$ cat src/csrp_pkg.sv
/*
 package for the chained serial remote port: framing counts, control codes,
 remote/local states and the carried struct.
 assumes a single 25 MHz clock shared by every file that imports it.
*/
package csrp_pkg;
    localparam int          CLK_HZ        = 25000000;
    localparam int          BAUD_DEFAULT  = 9600;
    localparam int          DATA_BITS     = 8;
    localparam logic [4:0]  ADDR_FORBID   = 5'h1f;
    localparam logic [4:0]  ADDR_RESET    = 5'h05;
    localparam int          CHAIN_MAX     = 32;
    localparam logic [7:0]  CODE_SPACE    = 8'h20;
    localparam logic [7:0]  CODE_LF       = 8'h0a;
    localparam logic [7:0]  CODE_CR       = 8'h0d;
    localparam logic [7:0]  CODE_XON      = 8'h11;
    localparam logic [7:0]  CODE_XOFF     = 8'h13;
    localparam logic [7:0]  CODE_LISTEN   = 8'h12;
    localparam logic [7:0]  CODE_TALK     = 8'h14;
    localparam logic [7:0]  CODE_UNADDR   = 8'h03;
    localparam logic [7:0]  CODE_CLEAR    = 8'h18;
    localparam logic [7:0]  CODE_ACK      = 8'h06;
    localparam logic [7:0]  CASE_MASK     = 8'hdf;

    typedef enum logic {CSRP_LOCAL, CSRP_REMOTE} csrp_mode_type;

    // one decoded character handed to the command parser
    typedef struct packed {
        logic       valid;
        logic       is_ctrl;
        logic       is_term;
        logic [7:0] data;
    } csrp_char_type;
endpackage

$ cat src/csrp_uart.sv
/*
 one 8N1 serial channel: receiver and transmitter, fixed framing.
 assumes rx is synchronous to clk and idles high; divisor set by parameter.
*/
`timescale 1ns/1ps
module csrp_uart
    import csrp_pkg::*;
#(
    parameter int DIV = CLK_HZ / BAUD_DEFAULT
)
(
    // clock and reset
    input  wire logic       clock_i,
    input  wire logic       rst_i,
    // serial pins
    input  wire logic       rx_i,
    output logic            tx_o,
    // receive side
    output logic            rx_valid_o,
    output logic [7:0]      rx_data_o,
    // transmit side
    input  wire logic       tx_valid_i,
    input  wire logic [7:0] tx_data_i,
    output logic            tx_ready_o
);
    localparam int W = $clog2(DIV + 1);
    logic [W-1:0] rcnt_q;
    logic [3:0]   rbit_q;
    logic [8:0]   rsh_q;
    logic         rbusy_q;
    logic [W-1:0] tcnt_q;
    logic [3:0]   tbit_q;
    logic [9:0]   tsh_q;

    // receiver, mid-bit sampling, fixed 1 start, 8 data, 1 stop
    always_ff @(posedge clock_i or posedge rst_i)
    begin
        if (rst_i)
        begin
            rbusy_q    <= 1'b0;
            rcnt_q     <= '0;
            rbit_q     <= '0;
            rsh_q      <= '0;
            rx_valid_o <= 1'b0;
            rx_data_o  <= 8'h00;
        end
        else
        begin
            rx_valid_o <= 1'b0;
            if (!rbusy_q)
            begin
                if (!rx_i)
                begin
                    rbusy_q <= 1'b1;
                    rcnt_q  <= W'(DIV / 2);
                    rbit_q  <= '0;
                end
            end
            else if (rcnt_q != '0)
                rcnt_q <= rcnt_q - 1'b1;
            else
            begin
                rcnt_q <= W'(DIV - 1);
                rbit_q <= rbit_q + 1'b1;
                rsh_q  <= {rx_i, rsh_q[8:1]};
                if (rbit_q == 4'd0 && rx_i)
                    rbusy_q <= 1'b0;          // false start
                else if (rbit_q == 4'd9)
                begin
                    rbusy_q <= 1'b0;
                    if (rx_i)
                    begin
                        rx_valid_o <= 1'b1;
                        rx_data_o  <= rsh_q[8:1];
                    end
                end
            end
        end
    end

    // transmitter
    always_ff @(posedge clock_i or posedge rst_i)
    begin
        if (rst_i)
        begin
            tx_o       <= 1'b1;
            tx_ready_o <= 1'b1;
            tcnt_q     <= '0;
            tbit_q     <= '0;
            tsh_q      <= '1;
        end
        else if (tx_ready_o)
        begin
            if (tx_valid_i)
            begin
                tsh_q      <= {1'b1, tx_data_i, 1'b0};
                tx_ready_o <= 1'b0;
                tcnt_q     <= '0;
                tbit_q     <= '0;
            end
        end
        else if (tcnt_q != '0)
            tcnt_q <= tcnt_q - 1'b1;
        else
        begin
            tx_o   <= tsh_q[0];
            tsh_q  <= {1'b1, tsh_q[9:1]};
            tcnt_q <= W'(DIV - 1);
            tbit_q <= tbit_q + 1'b1;
            if (tbit_q == 4'd10)
            begin
                tx_ready_o <= 1'b1;
                tx_o       <= 1'b1;
            end
        end
    end
endmodule

$ cat src/csrp_top.sv
/*
 chained serial remote port: primary and secondary 8N1 channels, chain relay,
 listen addressing, software flow control, remote/local tracking, bus select.
 assumes synchronous serial inputs and a response source that honours ready.
*/
`timescale 1ns/1ps
// How it works
// - power-on enters local state, remote lamp off, keys usable
// - addressed listener receiving a command goes remote and locks keys
// - local key holds only until the next character received while addressed as listener
// - address 31 is refused for both buses
// - frames are fixed one start, eight data, no parity, one stop
// - no handshake wires; flow control is in-band only
// - received bit seven is forced to zero for decoding; the chain relay passes it on unchanged
// - command letters compared regardless of case
// - codes below space are interface control, not text
// - chain holds at most thirty-two instruments
// - all members powered at common baud or downstream hears nothing
// - primary pair is a plain port; secondary pair used when chained
// - one primary parallel-bus address, no secondary addressing
// - selecting an absent parallel bus errors and keeps serial
// - stop code suspends our talker until restart code arrives
// - line feed ends every command and every response
// - carriage return is kept from the parser but still relayed down the chain and still clears a pending listen code
// - listen code plus address character selects a listener
module csrp_top
    import csrp_pkg::*;
#(
    parameter int DIV = CLK_HZ / BAUD_DEFAULT
)
(
    // clock and reset
    input  wire logic       clock_i,
    input  wire logic       rst_i,
    // primary serial pair, host side
    input  wire logic       rx_i,
    output logic            tx_o,
    // chain pair, next instrument
    input  wire logic       secondary_receive_line_i,
    output logic            secondary_transmit_line_o,
    // front panel and configuration
    input  wire logic       local_key_i,
    input  wire logic       addr_wr_i,
    input  wire logic [4:0] addr_i,
    input  wire logic       par_sel_req_i,
    input  wire logic       par_sel_val_i,
    input  wire logic       par_fitted_i,
    // responses to send when talking
    input  wire logic       resp_valid_i,
    input  wire logic [7:0] resp_data_i,
    output logic            resp_ready_o,
    // status
    output logic            remote_o,
    output logic            keys_locked_o,
    output logic            listening_o,
    output logic            par_selected_o,
    output logic            sel_error_o,
    output logic [4:0]      addr_o,
    output csrp_char_type   cmd_o
);
    logic          p_rx_v, s_rx_v, p_tx_rdy, s_tx_rdy;
    logic [7:0]    p_rx_d, s_rx_d;
    logic          p_tx_v, s_tx_v;
    logic [7:0]    p_tx_d, s_tx_d;
    logic [7:0]    ch;
    logic          addr_next_q, xoff_q, ack_pend_q, relay_pend_q;
    logic [7:0]    relay_d_q, fwd_d_q;
    logic          fwd_pend_q;
    csrp_mode_type mode_q;

    csrp_uart #(.DIV(DIV)) u_pri (
        .clock_i    (clock_i),
        .rst_i      (rst_i),
        .rx_i       (rx_i),
        .tx_o       (tx_o),
        .rx_valid_o (p_rx_v),
        .rx_data_o  (p_rx_d),
        .tx_valid_i (p_tx_v),
        .tx_data_i  (p_tx_d),
        .tx_ready_o (p_tx_rdy)
    );

    csrp_uart #(.DIV(DIV)) u_sec (
        .clock_i    (clock_i),
        .rst_i      (rst_i),
        .rx_i       (secondary_receive_line_i),
        .tx_o       (secondary_transmit_line_o),
        .rx_valid_o (s_rx_v),
        .rx_data_o  (s_rx_d),
        .tx_valid_i (s_tx_v),
        .tx_data_i  (s_tx_d),
        .tx_ready_o (s_tx_rdy)
    );

    assign ch = {1'b0, p_rx_d[6:0]};

    // chain relay; one-character holding stage each way, a new character overwrites the held one
    always_ff @(posedge clock_i or posedge rst_i)
    begin
        if (rst_i)
        begin
            fwd_pend_q   <= 1'b0;
            fwd_d_q      <= 8'h00;
            relay_pend_q <= 1'b0;
            relay_d_q    <= 8'h00;
        end
        else
        begin
            if (p_rx_v)
            begin
                fwd_pend_q <= 1'b1;
                fwd_d_q    <= p_rx_d;
            end
            else if (s_tx_v)
                fwd_pend_q <= 1'b0;
            if (s_rx_v)
            begin
                relay_pend_q <= 1'b1;
                relay_d_q    <= s_rx_d;
            end
            else if (p_tx_v && !ack_pend_q)
                relay_pend_q <= 1'b0;
        end
    end

    assign s_tx_v = fwd_pend_q && s_tx_rdy;
    assign s_tx_d = fwd_d_q;

    // primary tx arbitration: ack, then relay, then our response unless held off
    always_comb
    begin
        p_tx_v       = 1'b0;
        p_tx_d       = resp_data_i;
        resp_ready_o = 1'b0;
        if (p_tx_rdy)
        begin
            if (ack_pend_q)
            begin
                p_tx_v = 1'b1;
                p_tx_d = CODE_ACK;
            end
            else if (relay_pend_q)
            begin
                p_tx_v = 1'b1;
                p_tx_d = relay_d_q;
            end
            else if (!xoff_q && resp_valid_i)
            begin
                p_tx_v       = 1'b1;
                resp_ready_o = 1'b1;
            end
        end
    end

    // flow control from the listener
    always_ff @(posedge clock_i or posedge rst_i)
    begin
        if (rst_i)
            xoff_q <= 1'b0;
        else if (p_rx_v && ch == CODE_XOFF)
            xoff_q <= 1'b1;
        else if (p_rx_v && ch == CODE_XON)
            xoff_q <= 1'b0;
    end

    // address configuration
    always_ff @(posedge clock_i or posedge rst_i)
    begin
        if (rst_i)
            addr_o <= ADDR_RESET;
        else if (addr_wr_i && addr_i != ADDR_FORBID)
            addr_o <= addr_i;
    end

    // listen addressing
    always_ff @(posedge clock_i or posedge rst_i)
    begin
        if (rst_i)
        begin
            addr_next_q <= 1'b0;
            listening_o <= 1'b0;
            ack_pend_q  <= 1'b0;
        end
        else
        begin
            if (ack_pend_q && p_tx_rdy)
                ack_pend_q <= 1'b0;
            if (p_rx_v)
            begin
                addr_next_q <= (ch == CODE_LISTEN);
                if (addr_next_q)
                begin
                    listening_o <= (ch[4:0] == addr_o) && (ch[4:0] != ADDR_FORBID);
                    ack_pend_q  <= (ch[4:0] == addr_o);
                end
                else if (ch == CODE_TALK || ch == CODE_UNADDR || ch == CODE_CLEAR)
                    listening_o <= 1'b0;
            end
        end
    end

    // remote/local state
    always_ff @(posedge clock_i or posedge rst_i)
    begin
        if (rst_i)
            mode_q <= CSRP_LOCAL;
        else if (p_rx_v && listening_o)
            mode_q <= CSRP_REMOTE;
        else if (local_key_i)
            mode_q <= CSRP_LOCAL;
    end

    always_ff @(posedge clock_i or posedge rst_i)
    begin
        if (rst_i)
        begin
            remote_o      <= 1'b0;
            keys_locked_o <= 1'b0;
        end
        else
        begin
            remote_o      <= (mode_q == CSRP_REMOTE);
            keys_locked_o <= (mode_q == CSRP_REMOTE) && !local_key_i;
        end
    end

    // character filter toward the parser
    always_ff @(posedge clock_i or posedge rst_i)
    begin
        if (rst_i)
            cmd_o <= '0;
        else
        begin
            cmd_o.valid   <= p_rx_v && listening_o && ch != CODE_CR;
            cmd_o.is_ctrl <= ch < CODE_SPACE;
            cmd_o.is_term <= ch == CODE_LF;
            cmd_o.data    <= (ch >= 8'h61 && ch <= 8'h7a) ? (ch & CASE_MASK) : ch;
        end
    end

    // interface selection
    always_ff @(posedge clock_i or posedge rst_i)
    begin
        if (rst_i)
        begin
            par_selected_o <= 1'b0;
            sel_error_o    <= 1'b0;
        end
        else
        begin
            sel_error_o <= 1'b0;
            if (par_sel_req_i)
            begin
                if (par_sel_val_i && !par_fitted_i)
                begin
                    sel_error_o    <= 1'b1;
                    par_selected_o <= 1'b0;
                end
                else
                    par_selected_o <= par_sel_val_i;
            end
        end
    end
endmodule

$ cat config.mk
export PLATFORM = sky130hd
export DESIGN_NAME = csrp_top
export DESIGN_NICKNAME = d
export VERILOG_FILES = /design/src/csrp_pkg.sv /design/src/csrp_uart.sv /design/src/csrp_top.sv
export SDC_FILE = /design/constraint.sdc
export NUM_CORES = 1
export LEC_CHECK = 0
export CORE_UTILIZATION = 40
export CTS_BUF_LIST = sky130_fd_sc_hd__clkbuf_16
export CTS_CLUSTER_DIAMETER = 80
export DETAILED_ROUTE_END_ITERATION = 8
export DONT_BUFFER_PORTS = 1
export PLACE_DENSITY = 0.63
export SLEW_MARGIN = 20
export SYNTH_ARGS = -nofsm -noshare
export SYNTH_HDL_FRONTEND = slang
export SYNTH_SLANG_ARGS = --single-unit
$ cat constraint.sdc
create_clock -name clock_i -period 6.4 [get_ports clock_i]
set_input_delay 0.96 -clock clock_i [delete_from_list [all_inputs] [get_ports clock_i]]
set_output_delay 0.96 -clock clock_i [all_outputs]
set_load 0.005 [all_outputs]
==> impl_metrics.tcl, run 1 <==
set metrics [dict create \
    insertion_delay_ns 0.42 \
    fmax_mhz 358 \
    grt_pass1_wl_microns 26000 \
    fin_ws_ns 3.60 \
    pre_cts_ws_ns 3.74 \
    gp_congestion 0.820 \
    required_ns 5.44 \
    vias 5410 \
    viasPerCell 5.40 \
    ctsResizeCount 0 \
    drc_errors 0 \
    cts_tree "yes" \
    antenna_cells 0 \
    die_area_sq_um 20500 \
    htreeDepth 4 \
    drtPass1Iterations 7 \
    clock_skew_ns 0.00858 \
    hp-start "mode_q" \
    syn_nets 775 \
    placed_cells 970 \
    max_stage_delay_ns 0.75 \
    slowest_stage "dfstp_2" \
    synth_area_sq_um 7960 \
    track_usage_pct 16.0 \
    ys.flop_type "dfrtp_1" \
    relSlewSlack_pct 37.8 \
    outcome "finished, final reports clean" \
    fin_area_sq_um 8790 \
    synthCells 734 \
    die_x_microns 143 \
    hold_viol 0 \
    start_util_pct 40.9 \
    final.period_utilization_pct 43.7 \
    crit_chain "nand2b_1 -> nor3b_1" \
    ys_warn_count 0 \
    grt_max_degree 108 \
    endpoint_kind "output pin" \
    drtIter0Drc 299 \
    synth_area_leaders "dfrtp_1, mux2_2, dfstp_2" \
    drive_above_1_share_pct 21.0 \
    clkSinkCount 164 \
    ir_drop_uv 189 \
    die_y_microns 143 \
    wl_microns 15300 \
    critPathMaxFanout 17 \
    post_cts_buffers 0 \
    final_util_pct 45.2 \
    r2r_start "u_pri.rbusy_q" \
    row_count 51 \
    numPortBuffers 0 \
    rsz0062_at_grt "no" \
    cts_buffer_depth 2 \
    grt_pass1_vias 5158 \
    hold_path.class "reg2reg" \
    fin_cells 1002 \
    wire_per_inst_microns 15.3 \
    yosys.cell_types.count 78 \
    total_power_mw 2.84 \
    postSynthAreaPerCell_sq_um 10.8 \
    setup_tns_ns 0 \
    clk_pin_slew_worst_paths_ns 0.07 \
    tightest_slew_ns 0.933 \
    grt-ovfl-total 0 \
    yosys.area.top_type "dfrtp_1" \
    pwr_density_cell_nw_per_um2 323 \
    cts_root_buf "clkbuf_16" \
    crit_type "reg2out" \
    slew_viol_final 0 \
    place_area_sq_um 8180 \
    area_delta_synth_final_pct 10.4 \
    synth_async_sr_flop_share_pct 100 \
    synth.top_cells.by_count "dfrtp_1, nand2_1, mux2_2" \
    postCtsHoldBufs 0 \
    synth_top_area_share_pct 44.0 \
    ys_seq_area_share_pct 51.9 \
    setup_viol 0 \
    dp.final_hpwl_microns 10400 \
    core_sq_um 19500 \
    pin_count 47 \
    min_period_ns 2.80 \
    holdWs_ns 0.382 \
    antenna_found_initial 0 \
    yosysMostFrequentCell "dfrtp_1" \
    drv_cap 0 \
    ant_nets 0 \
    cts_buffers 17 \
    synth_seq_cells 164 \
    worstSetupStartpointType "flop" \
    fin_nets 765 \
    p_leak_nw 3.86 \
    cp.arrival_ns 1.84 \
    crit_start "u_pri.tx_ready_o" \
    synth-edff-count 0 \
]
-- per-layer routing --
metal  global-route usage [%]  part of all wire [%]  up-vias
li1                         -                     -     2647
met1                     21.7                    49     2679
met2                     25.4                    47       72
met3                     3.76                   2.9       12
met4                     4.70                  0.90        0
met5                        0                     0        -
-- final cells by class --
type / count / area (sq um)
clock inverter: 15 / 180
clock buffer: 17 / 425
tap: 265 / 332
timing repair buffer: 3 / 22.5
sequential: 164 / 4130
fill: 1817 / 10700
multi-input combinational: 502 / 3560
inverter: 36 / 140
-- registers in the layout (all words and copies together), names as in the netlist, 5 cells and up --
signal and flops:
u_pri.tsh_q 9, cmd_o 10, u_sec.rx_data_o 8, addr_o 5
u_sec.rcnt_q 12, u_pri.rsh_q 8, u_pri.rx_data_o 8, u_pri.tcnt_q 12
u_sec.tcnt_q 12, u_sec.tsh_q 9, u_sec.rsh_q 8, u_pri.rcnt_q 12
fwd_d_q 8, relay_d_q 8
-- cells in the final DEF, fill, tap and decap left out, types with 5 or more instances in the layout --
master	netlist	layout
ha_1	18	18
nand2b_1	11	11
nor3b_1	6	6
nand4_1	12	12
mux2_2	63	63
nand3_1	39	39
xor2_1	5	5
o31ai_1	5	5
nor3_1	22	21
mux2_4	5	5
nand2_1	67	67
o311ai_0	5	5
dfrtp_1	140	140
o211ai_1	7	7
a31oi_1	10	10
dfstp_2	24	24
nor4b_1	6	6
clkbuf_16	0	17
nor2b_1	8	8
o2bb2ai_1	5	5
nand3b_1	5	5
o21ai_0	37	37
o22ai_1	7	7
clkinvlp_4	0	5
inv_1	34	33
nor4_1	6	6
a21oi_1	27	27
nor2_1	32	32
mux2i_1	9	9
or3_1	8	8
-- final timing paths --
check	endpoint	slack [ns]	cells after the start
min in group asynchronous	par_selected_o	0.60	1
min reg2reg	remote_o	0.38	0
max in group asynchronous	u_pri.tbit_q[2]	4.50	2
min	remote_o	0.38	0
max	resp_ready_o	3.60	2
max reg2reg	u_pri.rx_data_o[4]	3.85	4
-- power by group --
| part | switching [mW] | internal (mW) | total, mW | leakage (nW) |
|---|---|---|---|---|
| sequential | 0.166 | 1.20 | 1.36 | 2.02 |
| combinational | 0.235 | 0.201 | 0.436 | 1.56 |
| clock | 0.423 | 0.615 | 1.04 | 0.280 |
| total | 0.824 | 2.01 | 2.84 | 3.86 |
-- critical path, delay by kind of cell (launching register included) --
kind / cells / cell delay [ns]
flops: 1 / 0.75
simple gates: 2 / 0.66
-- cell families (layout without fill, tap and decap cells) --
kind of cell | count (synthesis) | count (layout) | share of synthesized area (%)
AOI/OAI and AO/OA | 142 | 142 | 11.8
xor gates and xnor gates | 9 | 9 | 0.990
adders and majority gates | 18 | 18 | 2.83
buffers and inverters | 68 | 71 | 3.46
DFF | 164 | 164 | 51.9
muxes | 77 | 77 | 11.0
other | 1 | 1 | 0.0471
and+or+nand+nor | 255 | 255 | 18.0
Note: power is estimated with default switching activity, not from simulation.
==> run 2: changes to the inputs <==
PLACE_DENSITY = 0.65   (was 0.63)
clock period = 2.5 ns   (was 6.4 ns; I/O delays follow)
==> impl_metrics.tcl, run 2 (synthesis results as in run 1) <==
set metrics [dict create \
    met2_usage_pct 25.9 \
    grt_max_degree 92 \
    rsz0062_at_grt "no" \
    setup_tns_ns 0 \
    required_ns 2.12 \
    ant_nets 0 \
    pwr_density_cell_nw_per_um2 822 \
    tightest_slew_ns 0.706 \
    outcome "finished, final reports clean" \
    final_util_pct 46.0 \
    grt-ovfl-total 0 \
    fillers 1816 \
    core_sq_um 19500 \
    max_stage_delay_ns 0.75 \
    slew_viol_final 0 \
    grt_pass1_wl_microns 26200 \
    clkSinkCount 164 \
    p_leak_nw 3.96 \
    relSlewSlack_pct 52.9 \
    wire_per_inst_microns 15.0 \
    numPortBuffers 0 \
    insertion_delay_ns 0.42 \
    cts_tree "yes" \
    cts_root_buf "clkbuf_16" \
    crit_buf_inv 0 \
    drc_errors 0 \
    critPathMaxFanout 17 \
    drv_cap 0 \
    die_y_microns 143 \
    worstSetupStartpointType "flop" \
    post_cts_buffers 0 \
    dp.final_hpwl_microns 10500 \
    antenna_cells 0 \
    min_to "par_selected_o" \
    reg2reg_to "u_pri.tsh_q[7]" \
    r2r_start "u_pri.tcnt_q[0]" \
    holdWs_ns 0.0473 \
    drive_above_1_share_pct 22.4 \
    cts_buffer_depth 2 \
    r2r_cells 6 \
    min_period_ns 2.29 \
    grt_use_met1_pct 21.4 \
    htreeDepth 4 \
    hold_path.class "in2reg" \
    critPathTopFamily "flip-flops" \
    pin_count 47 \
    busiest_layer "met2" \
    ff2ff_setup_slack_ns 0.29 \
    path_depth 2 \
    final_cell_mix "dfrtp_1, nand2_1, mux2_2" \
    drtIter0Drc 290 \
    grt_pass1_vias 5255 \
    grtUsageMet3_pct 3.99 \
    fin_cells 1019 \
    fin_area_sq_um 8950 \
    clock_skew_ns 0.00964 \
    crit_type "reg2out" \
    antenna_found_initial 0 \
    row_count 51 \
    clk_pin_slew_worst_paths_ns 0.07 \
    fmax_mhz 436 \
    hp-start "par_sel_req_i" \
    track_usage_pct 16.3 \
    ir_drop_uv 463 \
    final.period_utilization_pct 91.6 \
    wl_microns 15300 \
    hold_viol 0 \
    place_area_sq_um 8320 \
    setup_viol 0 \
    fin_nets 782 \
    holdPathStages 1 \
    viasPerCell 5.33 \
    endpoint_kind "output pin" \
    final_common_cell "dfrtp_1" \
    placed_cells 985 \
    drtPass1Iterations 4 \
    start_util_pct 40.9 \
    die_x_microns 143 \
    slowest_stage "dfstp_2" \
    gp_congestion 0.832 \
    vias 5429 \
    crit_chain "nand2b_1 -> nor3b_1" \
    cts_buffers 17 \
    cp.arrival_ns 1.92 \
    die_area_sq_um 20500 \
    area_delta_synth_final_pct 12.5 \
]
run 2: changes by cell type in the layout (fill, tap and decap cells not counted):
cell,change
nor3_1,+1
nor3_2,-1
clkinv_4,-1
dlygate4sd3_1,+2
inv_6,+2
clkinv_2,-1
buf_4,+13
clkinvlp_4,-2
buf_12,+2
inv_8,+2
run 2: how the worst max path moves through the flow:
stage,start,endpoint
global placement,u_sec.tcnt_q[0],u_sec.tbit_q[0]
finish,u_pri.tx_ready_o,resp_ready_o
floorplan,rst_i,ack_pend_q
global route,u_pri.tx_ready_o,resp_ready_o
detailed placement,u_pri.tcnt_q[0],u_pri.tsh_q[5]
CTS,u_pri.tx_ready_o,resp_ready_o
run 2: cell type report:
cell class / count / area (sq um) / share of cell area (%)
clock buffers: 17 / 425 / 4.75
well taps: 265 / 332 / 3.70
repair buffers: 20 / 180 / 2.01
clock inverters: 15 / 193 / 2.15
inverters: 36 / 139 / 1.55
flip-flops and latches: 164 / 4130 / 46.2
multi-input cells: 502 / 3550 / 39.7
run 2: report_power, final:
part / switching, mW / internal (mW) / total (mW)
sequential: 0.413 / 3.07 / 3.48
clock: 1.12 / 1.60 / 2.72
combinational: 0.614 / 0.542 / 1.16
run 2: worst register-to-register path: cells and delay by family, from the launching register on:
| kind | cells | cell delay (ns) |
|---|---|---|
| and+or+nand+nor | 3 | 1.01 |
| adders and majority gates | 1 | 0.18 |
| DFF | 1 | 0.44 |
| buffers and inverters | 1 | 0.11 |
| muxes | 1 | 0.40 |
run 2: routing by layer:
| layer | vias to the layer above | share of wire [%] |
|---|---|---|
| met5 | - | 0 |
| met4 | 0 | 1.1 |
| met3 | 11 | 3.4 |
| met2 | 75 | 47 |
| met1 | 2669 | 48 |
| li1 | 2674 | - |
run 2: through the flow:
| step | total power, mW | worst slack [ns] |
|---|---|---|
| after floorplan | 4.38 | 0.0598 |
| after global placement | 4.64 | 0.374 |
| after detailed placement | 4.68 | 0.309 |
| after CTS | 7.46 | 0.170 |
| after global routing | 7.80 | 0.0272 |
| final | 7.36 | 0.209 |
run 2: timing repair:
| item | 4_1_cts | 5_1_grt |
|---|---|---|
| hold buffers | 2 | 0 |
| gates resized for setup | 0 | 0 |
| hold endpoints to repair | 65 | 0 |
==> run 3: changes to the inputs <==
CORE_MARGIN = 2   (was default)
==> impl_metrics.tcl, run 3 (synthesis results as in run 1) <==
set metrics [dict create \
    dp.final_hpwl_microns 10600 \
    final_util_pct 45.8 \
    setup_viol 0 \
    numPortBuffers 0 \
    htreeDepth 4 \
    cts_buffer_depth 2 \
    required_ns 2.12 \
    drtIter0Drc 318 \
    max_stage_delay_ns 0.73 \
    die_area_sq_um 21000 \
    placed_cells 987 \
    slew_viol_final 0 \
    fmax_mhz 444 \
    post_cts_buffers 0 \
    wire_per_inst_microns 15.1 \
    total_power_mw 7.25 \
    multi_input_area_sq_um 3550 \
    core_sq_um 19500 \
    tightest_slew_ns 0.706 \
    pin_count 47 \
    grt_max_degree 71 \
    setup_tns_ns 0 \
    fin_cells 1020 \
    relSlewSlack_pct 52.9 \
    cts_tree "yes" \
    grt_pass1_wl_microns 26300 \
    fillers 1827 \
    start_util_pct 40.8 \
    clkSinkCount 164 \
    final.period_utilization_pct 90.1 \
    critPathMaxFanout 17 \
    cp.arrival_ns 1.88 \
    antenna_found_initial 0 \
    drtPass1Iterations 5 \
    gp_congestion 0.793 \
    viasPerCell 5.35 \
    wl_microns 15400 \
    cp-endpoint "resp_ready_o" \
    p_leak_nw 3.96 \
    antenna_cells 0 \
    endpoint_kind "output pin" \
    seq_area_sq_um 4130 \
    hold_path.class "in2reg" \
    crit_type "reg2out" \
    r2r_start "u_sec.tcnt_q[0]" \
    crit_start "u_pri.tx_ready_o" \
    pwr_density_cell_nw_per_um2 811 \
    drv_cap 0 \
    grt_pass1_vias 5286 \
    cts_root_buf "clkbuf_16" \
    min_period_ns 2.25 \
    die_x_microns 145 \
    drive_above_1_share_pct 22.8 \
    die_y_microns 145 \
    hold_viol 0 \
    track_usage_pct 15.1 \
    row_count 51 \
    outcome "finished, final reports clean" \
    fin_ws_ns 0.247 \
    r2r_cells 6 \
    crit_chain "nand2b_1 -> nor3b_1" \
    clock_skew_ns 0.00766 \
    pre_cts_ws_ns 0.328 \
    grt-ovfl-total 0 \
    cts_buffers 17 \
    final_cell_mix "dfrtp_1, nand2_1, mux2_2" \
    vias 5454 \
    reg2reg_to "u_sec.tbit_q[0]" \
    slowest_stage "dfstp_2" \
    ir_drop_uv 480 \
    clk_pin_slew_worst_paths_ns 0.07 \
    ff2ff_setup_slack_ns 0.31 \
    insertion_delay_ns 0.42 \
    fin_nets 783 \
    final_common_cell "dfrtp_1" \
    ant_nets 0 \
    rsz0062_at_grt "no" \
    worstSetupStartpointType "flop" \
    area_delta_synth_final_pct 12.4 \
    drc_errors 0 \
    ctsResizeCount 0 \
]
==> run 3: cell types whose count changed in the layout (fill, tap and decap cells not counted), sizes merged <==
cell         delta
buf             +2
bufinv          -3
clkinv          +3
clkinvlp        -2
dlygate4sd3     -1
inv             +2
==> run 3: final cells by class <==
type	instances	share of cell area [%]
clock buffer	17	4.76
clock inverter	15	2.00
inverter	36	1.55
multi-input combinational	502	39.7
sequential	164	46.2
tap	265	3.71
timing repair buffer	21	2.07
==> run 3: what timing repair did <==
action,4_1_cts,5_1_grt
setup endpoints to repair,0,0
hold endpoints to repair,4,0
hold buffers,1,0
==> run 3: how the worst min path moves through the flow <==
stage | from | slack [ns] | cells past startpoint | end
6_report | local_key_i | 0.03 | 1 | keys_locked_o
5_1_grt | local_key_i | 0.003 | 1 | keys_locked_o
4_1_cts | local_key_i | 0.009 | 1 | keys_locked_o
3_5_place_dp | rst_i | 0.18 | 1 | addr_o[3]
3_3_place_gp | rst_i | 0.18 | 1 | addr_o[3]
2_1_floorplan | mode_q | 0.35 | 0 | remote_o
==> run 3: report_power, final <==
| group | leakage (nW) | switching [mW] | internal [mW] | total (mW) |
|---|---|---|---|---|
| sequential | 2.02 | 0.418 | 3.07 | 3.48 |
| combinational | 1.65 | 0.616 | 0.540 | 1.16 |
| clock | 0.295 | 1.25 | 1.36 | 2.61 |
| total | 3.96 | 2.29 | 4.97 | 7.25 |
==> run 3: worst max-delay path, delay by kind of cell, from the launching register on <==
| kind | cells | cell delay (ns) |
|---|---|---|
| DFF | 1 | 0.73 |
| and+or+nand+nor | 2 | 0.72 |
==> run 3: layer usage <==
metal  vias to the layer above  part of all wire (%)  global-route usage [%]
met3                         9                   3.6                    3.58
met5                         -                     0                       0
met1                      2673                    48                    20.6
met2                        98                    48                    24.3
li1                       2674                     -                       -
met4                         0                  0.77                    3.77
==> run 3: through the flow <==
| stage | instance area [sq um] | hold WS, ns |
|---|---|---|
| 2_1_floorplan | 7960 | 0.347 |
| 3_3_place_gp | 8330 | 0.179 |
| 3_5_place_dp | 8330 | 0.183 |
| 4_1_cts | 8940 | 0.00943 |
| 5_1_grt | 8940 | 0.00333 |
| 6_report | 8940 | 0.0252 |
